### config.mk
export PLATFORM = sky130hd
export DESIGN_NAME = clock_network_source_select_gate
export DESIGN_NICKNAME = d
export VERILOG_FILES = /design/src/inc/clk_ctrl_pkg.sv /design/src/core/clock_network_source_select_gate.sv
export SDC_FILE = /design/constraint.sdc
export NUM_CORES = 1
export LEC_CHECK = 0
export BUFFER_PORTS_ARGS = -buffer_cell sky130_fd_sc_hd__buf_2
export CAP_MARGIN = 20
export CORE_MARGIN = 2
export CORE_UTILIZATION = 40
export DETAILED_ROUTE_END_ITERATION = 8
export PLACE_DENSITY = 0.6
export RECOVER_POWER = 100
export SLEW_MARGIN = 20
export SYNTH_ARGS = -nofsm -noshare
export SYNTH_HDL_FRONTEND = slang
export SYNTH_SLANG_ARGS = --single-unit
### constraint.sdc
create_clock -name pclk -period 1.81 [get_ports pclk]
set_input_delay 0.181 -clock pclk [delete_from_list [all_inputs] [get_ports pclk]]
set_output_delay 0.181 -clock pclk [all_outputs]
set_load 0.05 [all_outputs]
### src/inc/clk_ctrl_pkg.sv
package clk_ctrl_pkg;
  // network population
  localparam int N_GLB = 4;
  localparam int N_RGN = 4;
  localparam int N_EXT = 2;
  localparam int N_PLL = 2;
  localparam int N_NET = N_GLB + N_RGN + N_EXT;
  localparam int N_CNT = 8;
  localparam int N_FAB = 16;

  // register word indexes (byte address = 4 * index)
  localparam logic [5:0] WORD_GLB0   = 6'h00;
  localparam logic [5:0] WORD_RGN0   = 6'h04;
  localparam logic [5:0] WORD_PLL0   = 6'h08;
  localparam logic [5:0] WORD_EXT    = 6'h0A;
  localparam logic [5:0] WORD_STATUS = 6'h0B;

  // network config fields (global and regional words)
  localparam int F_SEL    = 0;
  localparam int F_DYN    = 2;
  localparam int F_PD     = 3;
  localparam int F_MBYP   = 4;
  localparam int F_RBYP   = 5;
  localparam int F_CNT_A  = 6;
  localparam int F_CNT_B  = 8;
  localparam int F_RCNT   = 6;
  localparam int CFG_W    = 10;

  // pll input config fields
  localparam int F_PSRC   = 0;
  localparam int F_PSIDE  = 2;
  localparam int F_PSUB   = 4;
  localparam int PCFG_W   = 6;

  // status word fields
  localparam int S_GLB    = 0;
  localparam int S_RGN    = 4;
  localparam int S_EXT    = 8;
  localparam int S_PLL    = 10;
  localparam int S_USER   = 12;
  localparam int S_ENA    = 16;

  // reset values: every global and regional network parked powered down
  localparam logic [CFG_W-1:0]  NET_CFG_RST = 10'h008;
  localparam logic [PCFG_W-1:0] PLL_CFG_RST = 6'h00;
  localparam logic [N_EXT-1:0]  EXT_CFG_RST = 2'h0;

  // pll input source codes
  localparam logic [1:0] PSRC_PIN    = 2'h0;
  localparam logic [1:0] PSRC_GLB    = 2'h1;
  localparam logic [1:0] PSRC_RGN    = 2'h2;
  localparam logic [1:0] PSRC_CENTER = 2'h3;

  // fabric index offset per pll side: left, bottom, right, top
  localparam logic [3:0] SIDE_OFFSET [4] = '{4'h0, 4'h4, 4'h8, 4'hC};
endpackage : clk_ctrl_pkg

### src/core/clock_network_source_select_gate.sv
// Chosen here: the address map and the APB slave port.
`timescale 1ns/100ps
`default_nettype none
module clock_network_source_select_gate
  import clk_ctrl_pkg::*;
(
  // apb slave
  input  wire logic                 pclk,
  input  wire logic                 presetn,
  input  wire logic                 psel,
  input  wire logic                 penable,
  input  wire logic                 pwrite,
  input  wire logic [7:0]           paddr,
  input  wire logic [31:0]          pwdata,
  output logic      [31:0]          prdata,
  output logic                      pready,
  output logic                      pslverr,
  // device state
  input  wire logic                 user_mode,
  // clock sources, sampled levels
  input  wire logic [1:0]           ded_pin,
  input  wire logic [N_CNT-1:0]     pll_counter,
  input  wire logic [N_PLL-1:0]     pll_own_pin,
  input  wire logic [N_PLL-1:0]     center_pin,
  input  wire logic [N_FAB-1:0]     fabric_global,
  input  wire logic [N_FAB-1:0]     fabric_regional,
  input  wire logic [N_EXT-1:0]     ext_internal,
  // user logic
  input  wire logic [2*N_GLB-1:0]   run_time_source_select,
  input  wire logic [N_NET-1:0]     net_enable,
  // gated networks and pll references
  output logic      [N_GLB-1:0]     global_network,
  output logic      [N_RGN-1:0]     regional_network,
  output logic      [N_EXT-1:0]     external_pll_output_pin,
  output logic      [N_PLL-1:0]     pll_reference
);

  logic [CFG_W-1:0]  glb_cfg_q [N_GLB];
  logic [CFG_W-1:0]  rgn_cfg_q [N_RGN];
  logic [PCFG_W-1:0] pll_cfg_q [N_PLL];
  logic [N_EXT-1:0]  ext_cfg_q;
  logic [31:0]       prdata_q;
  logic [N_PLL-1:0]  pll_ref_q;

  logic [5:0]        word;
  logic              access;
  logic              mapped;
  logic              writable;
  logic              wr_ok;
  logic [31:0]       rd_mux;

  logic [1:0]        gsel     [N_GLB];
  logic [N_NET-1:0]  src;
  logic [N_NET-1:0]  pd;
  logic [N_NET-1:0]  mbyp;
  logic [N_NET-1:0]  rbyp;
  logic [N_NET-1:0]  use_alt;
  logic [N_NET-1:0]  alt;
  logic [N_NET-1:0]  en_sync;
  logic [N_NET-1:0]  eff;
  logic [N_NET-1:0]  falling;
  logic [N_NET-1:0]  prev_q;
  logic [N_NET-1:0]  meta_q;
  logic [N_NET-1:0]  ena_q;
  logic [N_NET-1:0]  out_q;
  logic [3:0]        pidx     [N_PLL];
  logic [N_PLL-1:0]  pll_d;

  // apb decode; zero wait states
  assign word     = paddr[7:2];
  assign access   = psel & penable;
  assign mapped   = (word <= WORD_STATUS) & (paddr[1:0] == 2'h0);
  assign writable = word < WORD_STATUS;
  // config is a loaded image: frozen while in user mode
  assign wr_ok    = access & pwrite & mapped & writable & ~user_mode;
  assign pready   = 1'b1;
  assign pslverr  = access & (~mapped | (pwrite & (~writable | user_mode)));
  assign prdata   = prdata_q;

  always_comb
  begin
    rd_mux = 32'h0000_0000;
    if (word < WORD_RGN0)
      rd_mux[CFG_W-1:0] = glb_cfg_q[word[1:0]];
    else if (word < WORD_PLL0)
      rd_mux[CFG_W-1:0] = rgn_cfg_q[word[1:0]];
    else if (word < WORD_EXT)
      rd_mux[PCFG_W-1:0] = pll_cfg_q[word[0]];
    else if (word == WORD_EXT)
      rd_mux[N_EXT-1:0] = ext_cfg_q;
    else if (word == WORD_STATUS)
    begin
      rd_mux[S_GLB +: N_GLB] = global_network;
      rd_mux[S_RGN +: N_RGN] = regional_network;
      rd_mux[S_EXT +: N_EXT] = external_pll_output_pin;
      rd_mux[S_PLL +: N_PLL] = pll_reference;
      rd_mux[S_USER]         = user_mode;
      rd_mux[S_ENA +: N_NET] = eff;
    end
    if (!mapped)
      rd_mux = 32'h0000_0000;
  end

  // read data captured in setup so it is a flop in access
  always_ff @(posedge pclk or negedge presetn)
  begin
    if (!presetn)
      prdata_q <= 32'h0000_0000;
    else if (psel && !penable && !pwrite)
      prdata_q <= rd_mux;
  end

  always_ff @(posedge pclk or negedge presetn)
  begin
    if (!presetn)
    begin
      for (int i = 0; i < N_GLB; i++)
        glb_cfg_q[i] <= NET_CFG_RST;
      for (int i = 0; i < N_RGN; i++)
        rgn_cfg_q[i] <= NET_CFG_RST;
      for (int i = 0; i < N_PLL; i++)
        pll_cfg_q[i] <= PLL_CFG_RST;
      ext_cfg_q <= EXT_CFG_RST;
    end
    else if (wr_ok)
    begin
      if (word < WORD_RGN0)
        glb_cfg_q[word[1:0]] <= pwdata[CFG_W-1:0];
      else if (word < WORD_PLL0)
        rgn_cfg_q[word[1:0]] <= pwdata[CFG_W-1:0];
      else if (word < WORD_EXT)
        pll_cfg_q[word[0]] <= pwdata[PCFG_W-1:0];
      else
        ext_cfg_q <= pwdata[N_EXT-1:0];
    end
  end

  // per-network source and gate settings
  always_comb
  begin
    for (int i = 0; i < N_GLB; i++)
    begin
      // run-time select ignored outside user mode
      gsel[i] = (user_mode && glb_cfg_q[i][F_DYN])
              ? run_time_source_select[2*i +: 2]
              : glb_cfg_q[i][F_SEL +: 2];
      unique case (gsel[i])
        2'h0: src[i] = ded_pin[0];
        2'h1: src[i] = ded_pin[1];
        // 2-bit counter fields cannot name counters above 3
        2'h2: src[i] = pll_counter[glb_cfg_q[i][F_CNT_A +: 2]];
        2'h3: src[i] = pll_counter[glb_cfg_q[i][F_CNT_B +: 2]];
      endcase
      pd[i]      = glb_cfg_q[i][F_PD];
      mbyp[i]    = glb_cfg_q[i][F_MBYP];
      rbyp[i]    = glb_cfg_q[i][F_RBYP];
      use_alt[i] = 1'b0;
      alt[i]     = 1'b0;
    end
    for (int i = 0; i < N_RGN; i++)
    begin
      // regional select comes from config only
      unique case (rgn_cfg_q[i][F_SEL +: 2])
        2'h0:    src[N_GLB+i] = ded_pin[0];
        2'h1:    src[N_GLB+i] = ded_pin[1];
        default: src[N_GLB+i] = pll_counter[rgn_cfg_q[i][F_RCNT +: 3]];
      endcase
      pd[N_GLB+i]      = rgn_cfg_q[i][F_PD];
      mbyp[N_GLB+i]    = rgn_cfg_q[i][F_MBYP];
      rbyp[N_GLB+i]    = rgn_cfg_q[i][F_RBYP];
      use_alt[N_GLB+i] = 1'b0;
      alt[N_GLB+i]     = 1'b0;
    end
    for (int j = 0; j < N_EXT; j++)
    begin
      src[N_GLB+N_RGN+j]     = pll_counter[j];
      pd[N_GLB+N_RGN+j]      = 1'b0;
      mbyp[N_GLB+N_RGN+j]    = 1'b0;
      rbyp[N_GLB+N_RGN+j]    = 1'b0;
      use_alt[N_GLB+N_RGN+j] = ~ext_cfg_q[j];
      alt[N_GLB+N_RGN+j]     = ext_internal[j];
    end
  end

  // one gate per network; pll counters are inputs only and never
  // reset or stalled here, so the loop keeps lock
  for (genvar k = 0; k < N_NET; k++)
  begin : g_net
    assign falling[k] = prev_q[k] & ~src[k];
    assign en_sync[k] = mbyp[k] ? net_enable[k] : meta_q[k];
    // register bypass trades clean edges for lower latency
    assign eff[k]     = rbyp[k] ? en_sync[k] : ena_q[k];

    always_ff @(posedge pclk or negedge presetn)
    begin
      if (!presetn)
      begin
        prev_q[k] <= 1'b0;
        meta_q[k] <= 1'b0;
        ena_q[k]  <= 1'b0;
        out_q[k]  <= 1'b0;
      end
      else
      begin
        prev_q[k] <= src[k];
        meta_q[k] <= net_enable[k];
        if (falling[k])
          ena_q[k] <= en_sync[k];
        if (use_alt[k])
          out_q[k] <= alt[k];
        else
          out_q[k] <= src[k] & eff[k] & ~pd[k];
      end
    end

    gate_low_a: assert property (
      @(posedge pclk) disable iff (!presetn)
      (!eff[k] && !use_alt[k]) |=> !out_q[k])
      else $error("gated network high while disabled");

    pd_off_a: assert property (
      @(posedge pclk) disable iff (!presetn)
      (pd[k] && $past(pd[k]) && !use_alt[k]) |-> !out_q[k])
      else $error("powered-down network toggled");

    fall_sample_a: assert property (
      @(posedge pclk) disable iff (!presetn)
      $changed(ena_q[k]) |-> $past(prev_q[k]) && !$past(src[k]))
      else $error("enable changed off a falling edge");

    meta_stage_a: assert property (
      @(posedge pclk) disable iff (!presetn)
      (falling[k] && !mbyp[k] && $past(!mbyp[k]))
        |=> ena_q[k] == $past(net_enable[k], 2))
      else $error("metastability stage latency wrong");

    alt_pass_a: assert property (
      @(posedge pclk) disable iff (!presetn)
      use_alt[k] |=> out_q[k] == $past(alt[k]))
      else $error("pin mux lost the internal signal");

    gate_pass_a: assert property (
      @(posedge pclk) disable iff (!presetn)
      (!use_alt[k] && eff[k] && !pd[k]) |=> out_q[k] == $past(src[k]))
      else $error("enabled network did not follow its source");
  end

  assign global_network          = out_q[N_GLB-1:0];
  assign regional_network        = out_q[N_GLB +: N_RGN];
  assign external_pll_output_pin = out_q[N_GLB+N_RGN +: N_EXT];

  ext_no_bypass_a: assert property (
    @(posedge pclk) disable iff (!presetn)
    eff[N_NET-1:N_GLB+N_RGN] == ena_q[N_NET-1:N_GLB+N_RGN])
    else $error("external pin gate bypassed");

  // pll reference multiplexer, static config only
  always_comb
  begin
    for (int j = 0; j < N_PLL; j++)
    begin
      pidx[j] = SIDE_OFFSET[pll_cfg_q[j][F_PSIDE +: 2]]
              + {2'h0, pll_cfg_q[j][F_PSUB +: 2]};
      unique case (pll_cfg_q[j][F_PSRC +: 2])
        PSRC_PIN:    pll_d[j] = pll_own_pin[j];
        // fabric inputs assumed clean clocks from the far side
        PSRC_GLB:    pll_d[j] = fabric_global[pidx[j]];
        PSRC_RGN:    pll_d[j] = fabric_regional[pidx[j]];
        // direct path, not delay compensated
        PSRC_CENTER: pll_d[j] = center_pin[j];
      endcase
    end
  end

  always_ff @(posedge pclk or negedge presetn)
  begin
    if (!presetn)
      pll_ref_q <= '0;
    else
      pll_ref_q <= pll_d;
  end

  assign pll_reference = pll_ref_q;

  pll_offset_a: assert property (
    @(posedge pclk) disable iff (!presetn)
    (pll_cfg_q[0][F_PSRC +: 2] == PSRC_GLB
      && pll_cfg_q[0][F_PSIDE +: 2] == 2'h3)
      |=> pll_reference[0]
          == $past(fabric_global[{2'h3, pll_cfg_q[0][F_PSUB +: 2]}]))
    else $error("pll fabric offset wrong for top side");

  cfg_frozen_a: assert property (
    @(posedge pclk) disable iff (!presetn)
    (user_mode && $past(user_mode))
      |-> $stable(pll_cfg_q[0]) && $stable(glb_cfg_q[0]))
    else $error("config changed in user mode");

  user_wr_err_a: assert property (
    @(posedge pclk) disable iff (!presetn)
    (access && pwrite && user_mode) |-> pslverr && !wr_ok)
    else $error("user-mode config write not refused");

  static_sel_a: assert property (
    @(posedge pclk) disable iff (!presetn)
    !user_mode |-> gsel[0] == glb_cfg_q[0][F_SEL +: 2])
    else $error("run-time select used outside user mode");

  rgn_static_a: assert property (
    @(posedge pclk) disable iff (!presetn)
    rgn_cfg_q[0][F_SEL +: 2] == 2'h0 |-> src[N_GLB] == ded_pin[0])
    else $error("regional source not from static config");

  dyn_select_a: assert property (
    @(posedge pclk) disable iff (!presetn)
    (user_mode && glb_cfg_q[0][F_DYN]
      && run_time_source_select[1:0] == 2'h1) |-> src[0] == ded_pin[1])
    else $error("run-time select did not pick pin input");

  ext_cfg_wr_a: assert property (
    @(posedge pclk) disable iff (!presetn)
    (wr_ok && word == WORD_EXT) |=> ext_cfg_q == $past(pwdata[N_EXT-1:0]))
    else $error("external pin mux select not written");

  center_path_a: assert property (
    @(posedge pclk) disable iff (!presetn)
    pll_cfg_q[1][F_PSRC +: 2] == PSRC_CENTER
      |=> pll_reference[1] == $past(center_pin[1]))
    else $error("center pin path to pll input broken");

endmodule : clock_network_source_select_gate
`default_nettype wire

==> results of run 1 <==
==> cell usage in the layout, fill, tap and decap left out, drive strengths merged, types with 3 or more instances in the layout <==
cell type,synthesis,final
nand2,46,46
nor2b,3,3
inv,16,16
o31ai,4,4
nand2b,7,7
nor3b,3,3
bufinv,0,4
conb,2,10
clkbuf,19,86
nor3,7,7
nand3,9,9
clkinv,0,5
o41ai,4,4
dfrtp,151,151
a2111o,4,4
mux2,103,103
nand4,4,4
nor4,5,5
a22oi,4,4
a22o,4,4
and2,6,6
mux2i,44,44
a21oi,15,15
dfstp,8,8
buf,23,147
nand3b,4,4
mux4,52,52
a31oi,6,6
a311oi,3,3
dlygate4sd3,2,12
o211ai,5,5
nor2,24,24
o21ai,26,26
==> worst register-to-register path, stage by stage (launching register included) <==
cell	delay, ns
dfrtp_1	0.37
mux4_2	0.53
mux4_2	0.56
o21ai_2	0.16
o31ai_2	0.07
==> logic make-up (layout without fill, tap and decap cells) <==
family	count (synthesis)	after routing
buffers and inverters	60	272
and+or+nand+nor	123	123
other	2	10
DFF	159	159
AOI/OAI and AO/OA	79	79
muxes	199	199
==> path summary, 6_finish.rpt <==
kind	cells after the start	to	startpoint
max	4	ena_q[3]$_DFFE_PN0P_	glb_cfg_q[8]$_DFFE_PN0P_
min	3	external_pll_output_pin[0]$_DFF_PN0_	ext_internal[0]
max reg2reg	4	ena_q[3]$_DFFE_PN0P_	glb_cfg_q[8]$_DFFE_PN0P_
min reg2reg	1	ena_q[5]$_DFFE_PN0P_	prev_q[5]$_DFF_PN0_
max in group asynchronous	3	glb_cfg_q[1]$_DFFE_PN0P_	presetn
min in group asynchronous	2	ena_q[0]$_DFFE_PN0P_	presetn
==> cells in the mapped netlist, types with 2 or more instances <==
library cell,count
a2111o_1,4
a21oi_1,15
a22o_1,4
a22oi_1,4
a311oi_1,3
a31oi_1,6
and2_1,6
and4b_1,2
buf_2,4
buf_4,13
buf_6,6
clkbuf_1,13
clkbuf_2,4
clkbuf_8,2
conb_1,2
dfrtp_1,151
dfstp_2,8
dlygate4sd3_1,2
inv_1,16
mux2_2,103
mux2i_1,44
mux4_2,52
nand2_1,45
nand2b_1,6
nand3_1,7
nand3_2,2
nand3b_1,4
nand4_1,4
nor2_1,23
nor2b_1,3
nor3_1,6
nor3b_1,2
nor4_1,3
o211ai_1,5
o21ai_0,26
o31ai_1,4
o41ai_1,4
==> cell type report <==
| type | instances | area share (%) |
|---|---|---|
| repair buffers | 224 | 12.86 |
| multi-input cells | 411 | 39.25 |
| clock inverters | 11 | 1.569 |
| well taps | 270 | 3.233 |
| inverters | 16 | 0.5748 |
| flip-flops and latches | 159 | 38.20 |
| clock buffers | 21 | 4.311 |
==> layer usage <==
metal	vias up	wire length, um
met4	0	548
met1	3128	10140
met2	220	11510
met5	-	0
li1	2735	-
met3	35	1264
==> stage by stage <==
stage	setup slack, ns	instance area, um^2	power [mW]
floorplan	-0.1096	8412	4.167
finish	-0.004903	10450	8.256
detailed placement	-0.3567	9747	4.571
global route	-0.1058	10450	8.540
global placement	-0.3266	9747	4.547
CTS	0.001321	10530	8.324
==> registers in the layout (all words and copies together) (netlist names), 4 cells and up <==
name              count
global_network        4
pd                    4
prev_q               10
ena_q                 8
rbyp                  4
rgn_cfg_q            28
mbyp                  4
regional_network      4
meta_q                8
pll_cfg_q            12
prdata               23
glb_cfg_q            40
==> repair_timing <==
item                                    in CTS  in global routing
endpoints found under the setup margin       8                 16
setup buffers                                3                  6
endpoints found under the hold margin       51                  0
gates resized for setup                      9                 24
hold buffers                                12                  0
pin swaps                                    1                  8
==> power groups by stage <==
stage               Combinational [mW]  Sequential (mW)  Clock (mW)
finish                           0.840             3.69        3.73
global route                     0.908             3.69        3.94
CTS                              0.851             3.68        3.79
detailed placement               0.824             3.75           0
global placement                 0.803             3.74           0
floorplan                        0.365             3.80           0
==> impl_metrics.toml, run 1 <==
[drt]
routedWlPerCell_um = 21.10
dr.first_iter.drc_count = 330
drc_errors = 0
ant_nets = 0
vias_per_cell = 5.502
wl_um = 23460
routed-via-count = 6118
detailedRoute.firstPassIterationCount = 5

[power_and_ir_drop]
ir_drop_uv = 641.1
internal-power_mw = 6.274
switching_share_pct = 24.00
power_frac_clock_pct = 45.1
power_frac_seq_pct = 44.7
p_sw_mw = 1.982
power_density_mw_per_mm2 = 790.1
p_comb_share_pct = 10.2
p_leak_nw = 4.728

[timing]
clock_skew_ns = 0.008363
hold_viol = 0
rsz0062_at_grt = "yes"
setup_tns_ns = -0.004903
slew-limit-headroom_pct = 14.09
tightest_slew_ns = 1.289
drv_slew = 0
setup_viol = 1
timing.final.crit_share_pct = 100.3
fmax_mhz = 551.0
finalCriticalPeriod_ns = 1.815
whs_ns = 0.04938
worst_slack_ns = -0.004903

[yosys]
synth-seq-cells = 159
syn_avg_cell_area_um2 = 13.36
synth.top_cell.area_share_pct = 45.47
ys.flop_type = "dfrtp_1"
synth_top_family_by_area = "multiplexers"
synthSimpleGateAreaFrac_pct = 8.010
synth-edff-count = 0
synthTopCellsByArea = "dfrtp_1 (45%), mux4_2 (14%), mux2_2 (14%)"
syn_inst = 622
synthMuxAreaShare_pct = 33.35
yosys.area.top_type = "dfrtp_1"
synth_warnings = 0
synth-xor-area-share_pct = 0
netlist_area_mm2 = 0.008310
yosysUniqueCellTypes = 51
synthArstFlopShare_pct = 100.0
synth_fa_ha_area_share_pct = 0
synth-compound-area-share_pct = 6.203
ys_seq_area_share_pct = 48.00

[global_routing]
grt_pass1_vias = 6505
met1_usage_pct = 29.91
busiest_layer = "met2"
grt_util_all_layers_pct = 22.15
met3_usage_pct = 3.804
antenna_found_initial = 0
grt_overflow = 0
grt_start_max_net_pins = 50
grt_pass1_wl_um = 36670
use_met2_pct = 36.23

[floorplanning]
rows = 52
core_region_area_mm2 = 0.02030
start_util_pct = 40.94
dieArea_mm2 = 0.02195
boundaryPins = 158
die_y_um = 148.1
fp.dieW_um = 148.1

[clock_network]
root_buffer = "clkbuf_16"
cts_tree = "done"
clkTransAtPathRegs_ns = 0.06
clock-sinks = 159
clock_latency_ns = 0.43
numCtsBuffers = 17
cts_max_level = 4
clk_path_buf_depth = 2

[placement]
gp_routability_congestion = 0.8644
portBuffers = 125
dp_cells = 1059
hpwl_um = 17780

[worst_setup_path]
worstSetupPathType = "reg -> reg"
r2r_setup_slack_ns = -0.005
worstPathRequired_ns = 2.12
endpoint_kind = "register"
cp_top_family = "multiplexers"
crit_arrival_ns = 2.13
start_kind = "register"
cpPeakStageDelay_ns = 0.56
crit_chain = "mux4_2 > mux4_2 > o21ai_2 > o31ai_2"
crit_fanout = 4
cp_num_buf_inv = 0
slowest_stage = "mux4_2"
crit_top_cell = "mux4_2"

[layout]
final_cells = 1112
num_antenna_cells = 0
final_core_util_pct = 51.47
fill_cells = 1855
drive_above_1_share_pct = 45.01
regArea_mm2 = 0.003991
nets = 941
multiInputGateArea_mm2 = 0.004101
syn2layout_area_growth_pct = 25.73

[job]
maxCapViolCount = 0

[status]
status = "finished with violations"
violations = "setup timing"

[hold_path]
hold_class = "in -> reg"
Note: power is estimated with default switching activity, not from simulation.
==> inputs of run 2 (changes only) <==
--- a/config.mk
+++ b/config.mk
@@ -7,9 +7,11 @@
 export LEC_CHECK = 0
 export BUFFER_PORTS_ARGS = -buffer_cell sky130_fd_sc_hd__buf_2
 export CAP_MARGIN = 20
+export CORE_ASPECT_RATIO = 1.4
 export CORE_MARGIN = 2
 export CORE_UTILIZATION = 40
 export DETAILED_ROUTE_END_ITERATION = 8
+export GPL_ROUTABILITY_DRIVEN = 0
 export PLACE_DENSITY = 0.6
 export RECOVER_POWER = 100
 export SLEW_MARGIN = 20
==> run 2 against run 1 <==
Register-to-register slack worse by 0.03 ns; first-iteration DRC count up 23%; die area is essentially flat; highest routed layer unchanged; largest power group is now sequential cells; combinational power increased by 2%; final cell count fell by 0.99%; sequential share of layout area decreased by 0.25 points; the flow still finishes with violations (setup timing); final area grew 0.74%; worst setup slack got worse by 0.032 ns.
==> impl_metrics.toml, run 2 (synthesized netlist as in run 1, its figures left out) <==
[layout]
nets = 944
top_register = "glb_cfg_q"
fill_cells = 1839
syn2layout_area_growth_pct = 26.66
drive_above_1_share_pct = 46.86
layout_commonest_cell = "dfrtp_1"
num_antenna_cells = 0
layout_common_cells = "dfrtp_1 (146), mux2_2 (90), buf_2 (80)"
regArea_mm2 = 0.003995
largest_reg_flops = 40
multiInputGateArea_mm2 = 0.004129

[worst_setup_path]
crit_top_cell = "buf_6"
r2r_setup_slack_ns = -0.04
start_kind = "register"
crit_arrival_ns = 2.19
worstPathRequired_ns = 2.15
worstSetupPathType = "reg -> reg"
slowest_stage = "dfrtp_2"
cpPeakStageDelay_ns = 0.48
crit_chain = "buf_6 > buf_6 > mux2i_1 > mux4_2 > a31oi_1 > a21oi_1 > nor2_1"
crit_fanout = 7
endpoint_kind = "register"

[floorplanning]
dieArea_mm2 = 0.02196
rows = 62
boundaryPins = 158
die_y_um = 174.6
fp.dieW_um = 125.8
start_util_pct = 40.58
core_region_area_mm2 = 0.02048

[power_and_ir_drop]
p_comb_share_pct = 10.4
ir_drop_uv = 756.4
power_frac_seq_pct = 45.1
power_frac_clock_pct = 44.4
p_sw_mw = 2.260
switching_share_pct = 27.66
p_leak_nw = 4.759
internal-power_mw = 5.909
power_density_mw_per_mm2 = 776.0

[timing]
setup_viol = 9
drv_slew = 0
slew-limit-headroom_pct = 27.04
clock_skew_ns = 0.01107
whs_ns = 0.02182
tightest_slew_ns = 1.094
fmax_mhz = 541.4
finalCriticalPeriod_ns = 1.847
worst_slack_ns = -0.03718
rsz0062_at_grt = "yes"
timing.final.crit_share_pct = 102.1
hold_viol = 0

[global_routing]
grt_util_all_layers_pct = 22.18
grt_start_max_net_pins = 50
grt_overflow = 0
grt_pass1_wl_um = 36960
busiest_layer = "met2"
met3_usage_pct = 3.693
antenna_found_initial = 0
met1_usage_pct = 26.00
grt_pass1_vias = 6510
use_met2_pct = 40.83

[drt]
vias_per_cell = 5.622
routed-via-count = 6190
routedWlPerCell_um = 21.95
ant_nets = 0
wl_um = 24170
drc_errors = 0
detailedRoute.firstPassIterationCount = 5
dr.first_iter.drc_count = 407

[clock_network]
clk_path_buf_depth = 2
clock-sinks = 159
root_buffer = "clkbuf_16"
cts_max_level = 4
clock_latency_ns = 0.44
cts_tree = "done"
clkTransAtPathRegs_ns = 0.07
numCtsBuffers = 17

[placement]
post-place-ws_ns = -0.3834
portBuffers = 125
hpwl_um = 18100

[hold_path]
hold_class = "in -> reg"

[status]
violations = "setup timing"
status = "finished with violations"

[job]
maxCapViolCount = 0
[run 2: cell count changes in the layout (fill, tap and decap cells not counted), sizes merged]
cell	delta
bufinv	-3
inv	+9
clkinvlp	+1
buf	+3
clkinv	-3
clkbuf	-4
[run 2: metrics by stage]
step / setup TNS, ns / area [um^2] / instances / utilization, % / power (mW)
after floorplan: -4.171 / 8412 / 630 / - / 4.167
after global placement: -24.10 / 9722 / 1044 / 47.47 / 4.544
after detailed placement: -25.70 / 9722 / 1044 / 47.47 / 4.568
after CTS: -0.1773 / 10560 / 1092 / 51.56 / 8.220
after global routing: -2.229 / 10530 / 1101 / 51.40 / 8.424
final: -0.2445 / 10530 / 1101 / 51.40 / 8.169
[run 2: critical path: cells and delay by family, from the launching register on]
kind                   cells  cell delay [ns]
and+or+nand+nor            1             0.16
DFF                        1             0.48
muxes                      2             0.58
AOI/OAI and AO/OA          2             0.26
buffers and inverters      2             0.27
[run 2: layout make-up]
cell class                      instances  area share [%]
Sequential cell                       159           37.95
Clock buffer                           17           4.041
Clock inverter                         15           1.628
Timing Repair Buffer                  227           13.54
Multi-Input combinational cell        411           39.23
Tap cell                              256           3.043
Inverter                               16          0.5705
[run 2: path summary, 6_finish.rpt]
check / from / endpoint / cells past startpoint
max: pll_cfg_q[4]$_DFFE_PN0P_ / pll_reference[1]$_DFF_PN0_ / 7
max in group asynchronous: presetn / pll_cfg_q[4]$_DFFE_PN0P_ / 3
min: ext_internal[0] / external_pll_output_pin[0]$_DFF_PN0_ / 3
max reg2reg: pll_cfg_q[4]$_DFFE_PN0P_ / pll_reference[1]$_DFF_PN0_ / 7
min in group asynchronous: presetn / rgn_cfg_q[26]$_DFFE_PN0P_ / 2
min reg2reg: prdata[0]$_DFFE_PN0P_ / prdata[0]$_DFFE_PN0P_ / 2
[run 2: power by group through the flow]
stage,clock network (mW),registers [mW],logic (mW)
final,3.63,3.69,0.853
after floorplan,0,3.80,0.365
after global routing,3.82,3.69,0.915
after detailed placement,0,3.74,0.824
after global placement,0,3.74,0.804
after CTS,3.67,3.68,0.868
[run 2: repair_timing]
item	in CTS	in global routing
cloned	0	1
setup endpoints to repair	13	35
buffers inserted	5	8
hold buffers	12	0
pin swaps	12	7
gates resized for setup	27	13
endpoints found under the hold margin	47	0
[run 2: per-layer routing]
metal	vias up	share of wire (%)
li1	2749	-
met1	3188	39
met2	209	54
met3	44	4.2
met4	0	2.9
met5	-	0
==> inputs of run 3 (changes only) <==
--- a/config.mk
+++ b/config.mk
@@ -12,7 +12,7 @@
 export CORE_UTILIZATION = 40
 export DETAILED_ROUTE_END_ITERATION = 8
 export GPL_ROUTABILITY_DRIVEN = 0
-export PLACE_DENSITY = 0.6
+export PLACE_DENSITY = 0.58
 export RECOVER_POWER = 100
 export SLEW_MARGIN = 20
 export SYNTH_ARGS = -nofsm -noshare
==> constraint.sdc (replaced) <==
create_clock -name pclk -period 1.9 [get_ports pclk]
set_input_delay 0.19 -clock pclk [delete_from_list [all_inputs] [get_ports pclk]]
set_output_delay 0.19 -clock pclk [all_outputs]
set_load 0.05 [all_outputs]
==> run 3 against run 2 <==
The flow now finishes without violations; die area unchanged; clock skew down 0.0029 ns; count of clock-buffer cells in the layout up 1; flip-flop and latch count unchanged; sequential share of layout area up 0.74 points; first-iteration DRC count down 27%; final area down 1.9%; fmax down 2.2%; highest routed layer unchanged.
==> impl_metrics.toml, run 3 (synthesized netlist as in run 1, its figures left out) <==
[status]
status = "completed"

[layout]
largest_reg_flops = 40
drive_above_1_share_pct = 43.74
nets = 922
layout_commonest_cell = "dfrtp_1"
num_antenna_cells = 0
syn2layout_area_growth_pct = 24.26
final_cells = 1079
top_register = "glb_cfg_q"
final_core_util_pct = 50.42
final_area_mm2 = 0.01033
layout_common_cells = "dfrtp_1 (146), mux2_2 (88), buf_2 (81)"
fill_cells = 1846

[floorplanning]
die_y_um = 174.6
rows = 62
dieArea_mm2 = 0.02196
core_region_area_mm2 = 0.02048
fp.dieW_um = 125.8
boundaryPins = 158
start_util_pct = 40.58

[global_routing]
antenna_found_initial = 0
grt_overflow = 0
grt_pass1_vias = 6583
grt_util_all_layers_pct = 21.81
grt_pass1_wl_um = 36810
grt_start_max_net_pins = 47

[placement]
post-place-ws_ns = -0.3233
hpwl_um = 17770
dp_cells = 1028
portBuffers = 125
placed_cell_area_mm2 = 0.009594

[power_and_ir_drop]
fin_total_pwr_mw = 8.012
p_leak_nw = 4.666
ir_drop_uv = 572.4
power_density_mw_per_mm2 = 775.8

[worst_setup_path]
start_kind = "register"
r2r_setup_slack_ns = 0.01
crit_arrival_ns = 2.20
r2r_cells = 4
r2r-end = "ena_q[0]$_DFFE_PN0P_"
endpoint_kind = "register"
worstSetupPathType = "reg -> reg"
worstPathRequired_ns = 2.21
r2r-start = "glb_cfg_q[38]$_DFFE_PN0P_"
crit_fanout = 4

[clock_network]
numCtsBuffers = 17
root_buffer = "clkbuf_16"
clock-sinks = 159
clk_path_buf_depth = 2
clkTransAtPathRegs_ns = 0.06
clock_latency_ns = 0.43
cts_tree = "done"
cts_max_level = 4

[timing]
finalCriticalPeriod_ns = 1.890
worst_slack_ns = 0.01048
hold_viol = 0
fmax_mhz = 529.2
drv_slew = 0
tightest_slew_ns = 1.266
whs_ns = 0.01212
timing.final.crit_share_pct = 99.45
setup_viol = 0
rsz0062_at_grt = "yes"
slew-limit-headroom_pct = 15.63
setup_tns_ns = 0
clock_skew_ns = 0.008193

[hold_path]
hold-path-endpoint = "external_pll_output_pin[0]$_DFF_PN0_"
hold_class = "in -> reg"
min_path_cells = 3
hold_start = "ext_internal[0]"

[drt]
ant_nets = 0
detailedRoute.firstPassIterationCount = 7
wl_um = 23500
drc_errors = 0
routedWlPerCell_um = 21.78
routed-via-count = 6045
vias_per_cell = 5.602
dr.first_iter.drc_count = 298

[job]
maxCapViolCount = 0
==> run 3: worst max-delay path by stage <==
stage,start,endpoint,slack [ns],depth (start not counted)
floorplan,paddr[1],glb_cfg_q[19]$_DFFE_PN0P_,-0.05,6
finish,glb_cfg_q[38]$_DFFE_PN0P_,ena_q[0]$_DFFE_PN0P_,0.01,4
detailed placement,paddr[1],pll_cfg_q[11]$_DFFE_PN0P_,-0.32,8
global placement,paddr[1],pll_cfg_q[8]$_DFFE_PN0P_,-0.27,8
CTS,pll_cfg_q[10]$_DFFE_PN0P_,pll_reference[0]$_DFF_PN0_,-0.004,7
global route,glb_cfg_q[36]$_DFFE_PN0P_,ena_q[0]$_DFFE_PN0P_,-0.02,3
==> run 3: routing by layer <==
metal  up-vias  routed length [um]  part of all wire (%)  track usage (%)
li1       2699                   -                     -                -
met1      3106                9395                    40            26.55
met2       199               12420                    53            39.08
met3        41                1023                   4.4            3.293
met4         0                 658                   2.8            8.013
met5         -                   0                     0                0
==> run 3: final cells by class <==
cell class                      count  area (um^2)  share of cell area, %
Multi-Input combinational cell    411         4076                  39.48
Inverter                           16        60.06                 0.5816
Sequential cell                   159         3995                  38.69
Clock inverter                     14        205.2                  1.987
Timing Repair Buffer              205         1230                  11.91
Clock buffer                       18        439.2                  4.253
Tap cell                          256        320.3                  3.102
==> run 3: worst max-delay path, cell delays in order, from the launching register on <==
cell,delay (ns)
dfrtp_1,0.37
mux4_2,0.55
mux4_2,0.59
o21ai_2,0.17
o31ai_2,0.09
==> run 3: repair_timing <==
item | in CTS | in global routing
setup endpoints to repair | 5 | 10
buffers inserted | 1 | 6
pin swaps | 0 | 4
endpoints found under the hold margin | 50 | 0
hold buffers | 12 | 0
cloned | 0 | 0
gates resized for setup | 4 | 25
==> run 3: power by group <==
part	switching (mW)	internal, mW
combinational	0.510	0.283
sequential	0.0510	3.46
clock	1.45	2.26
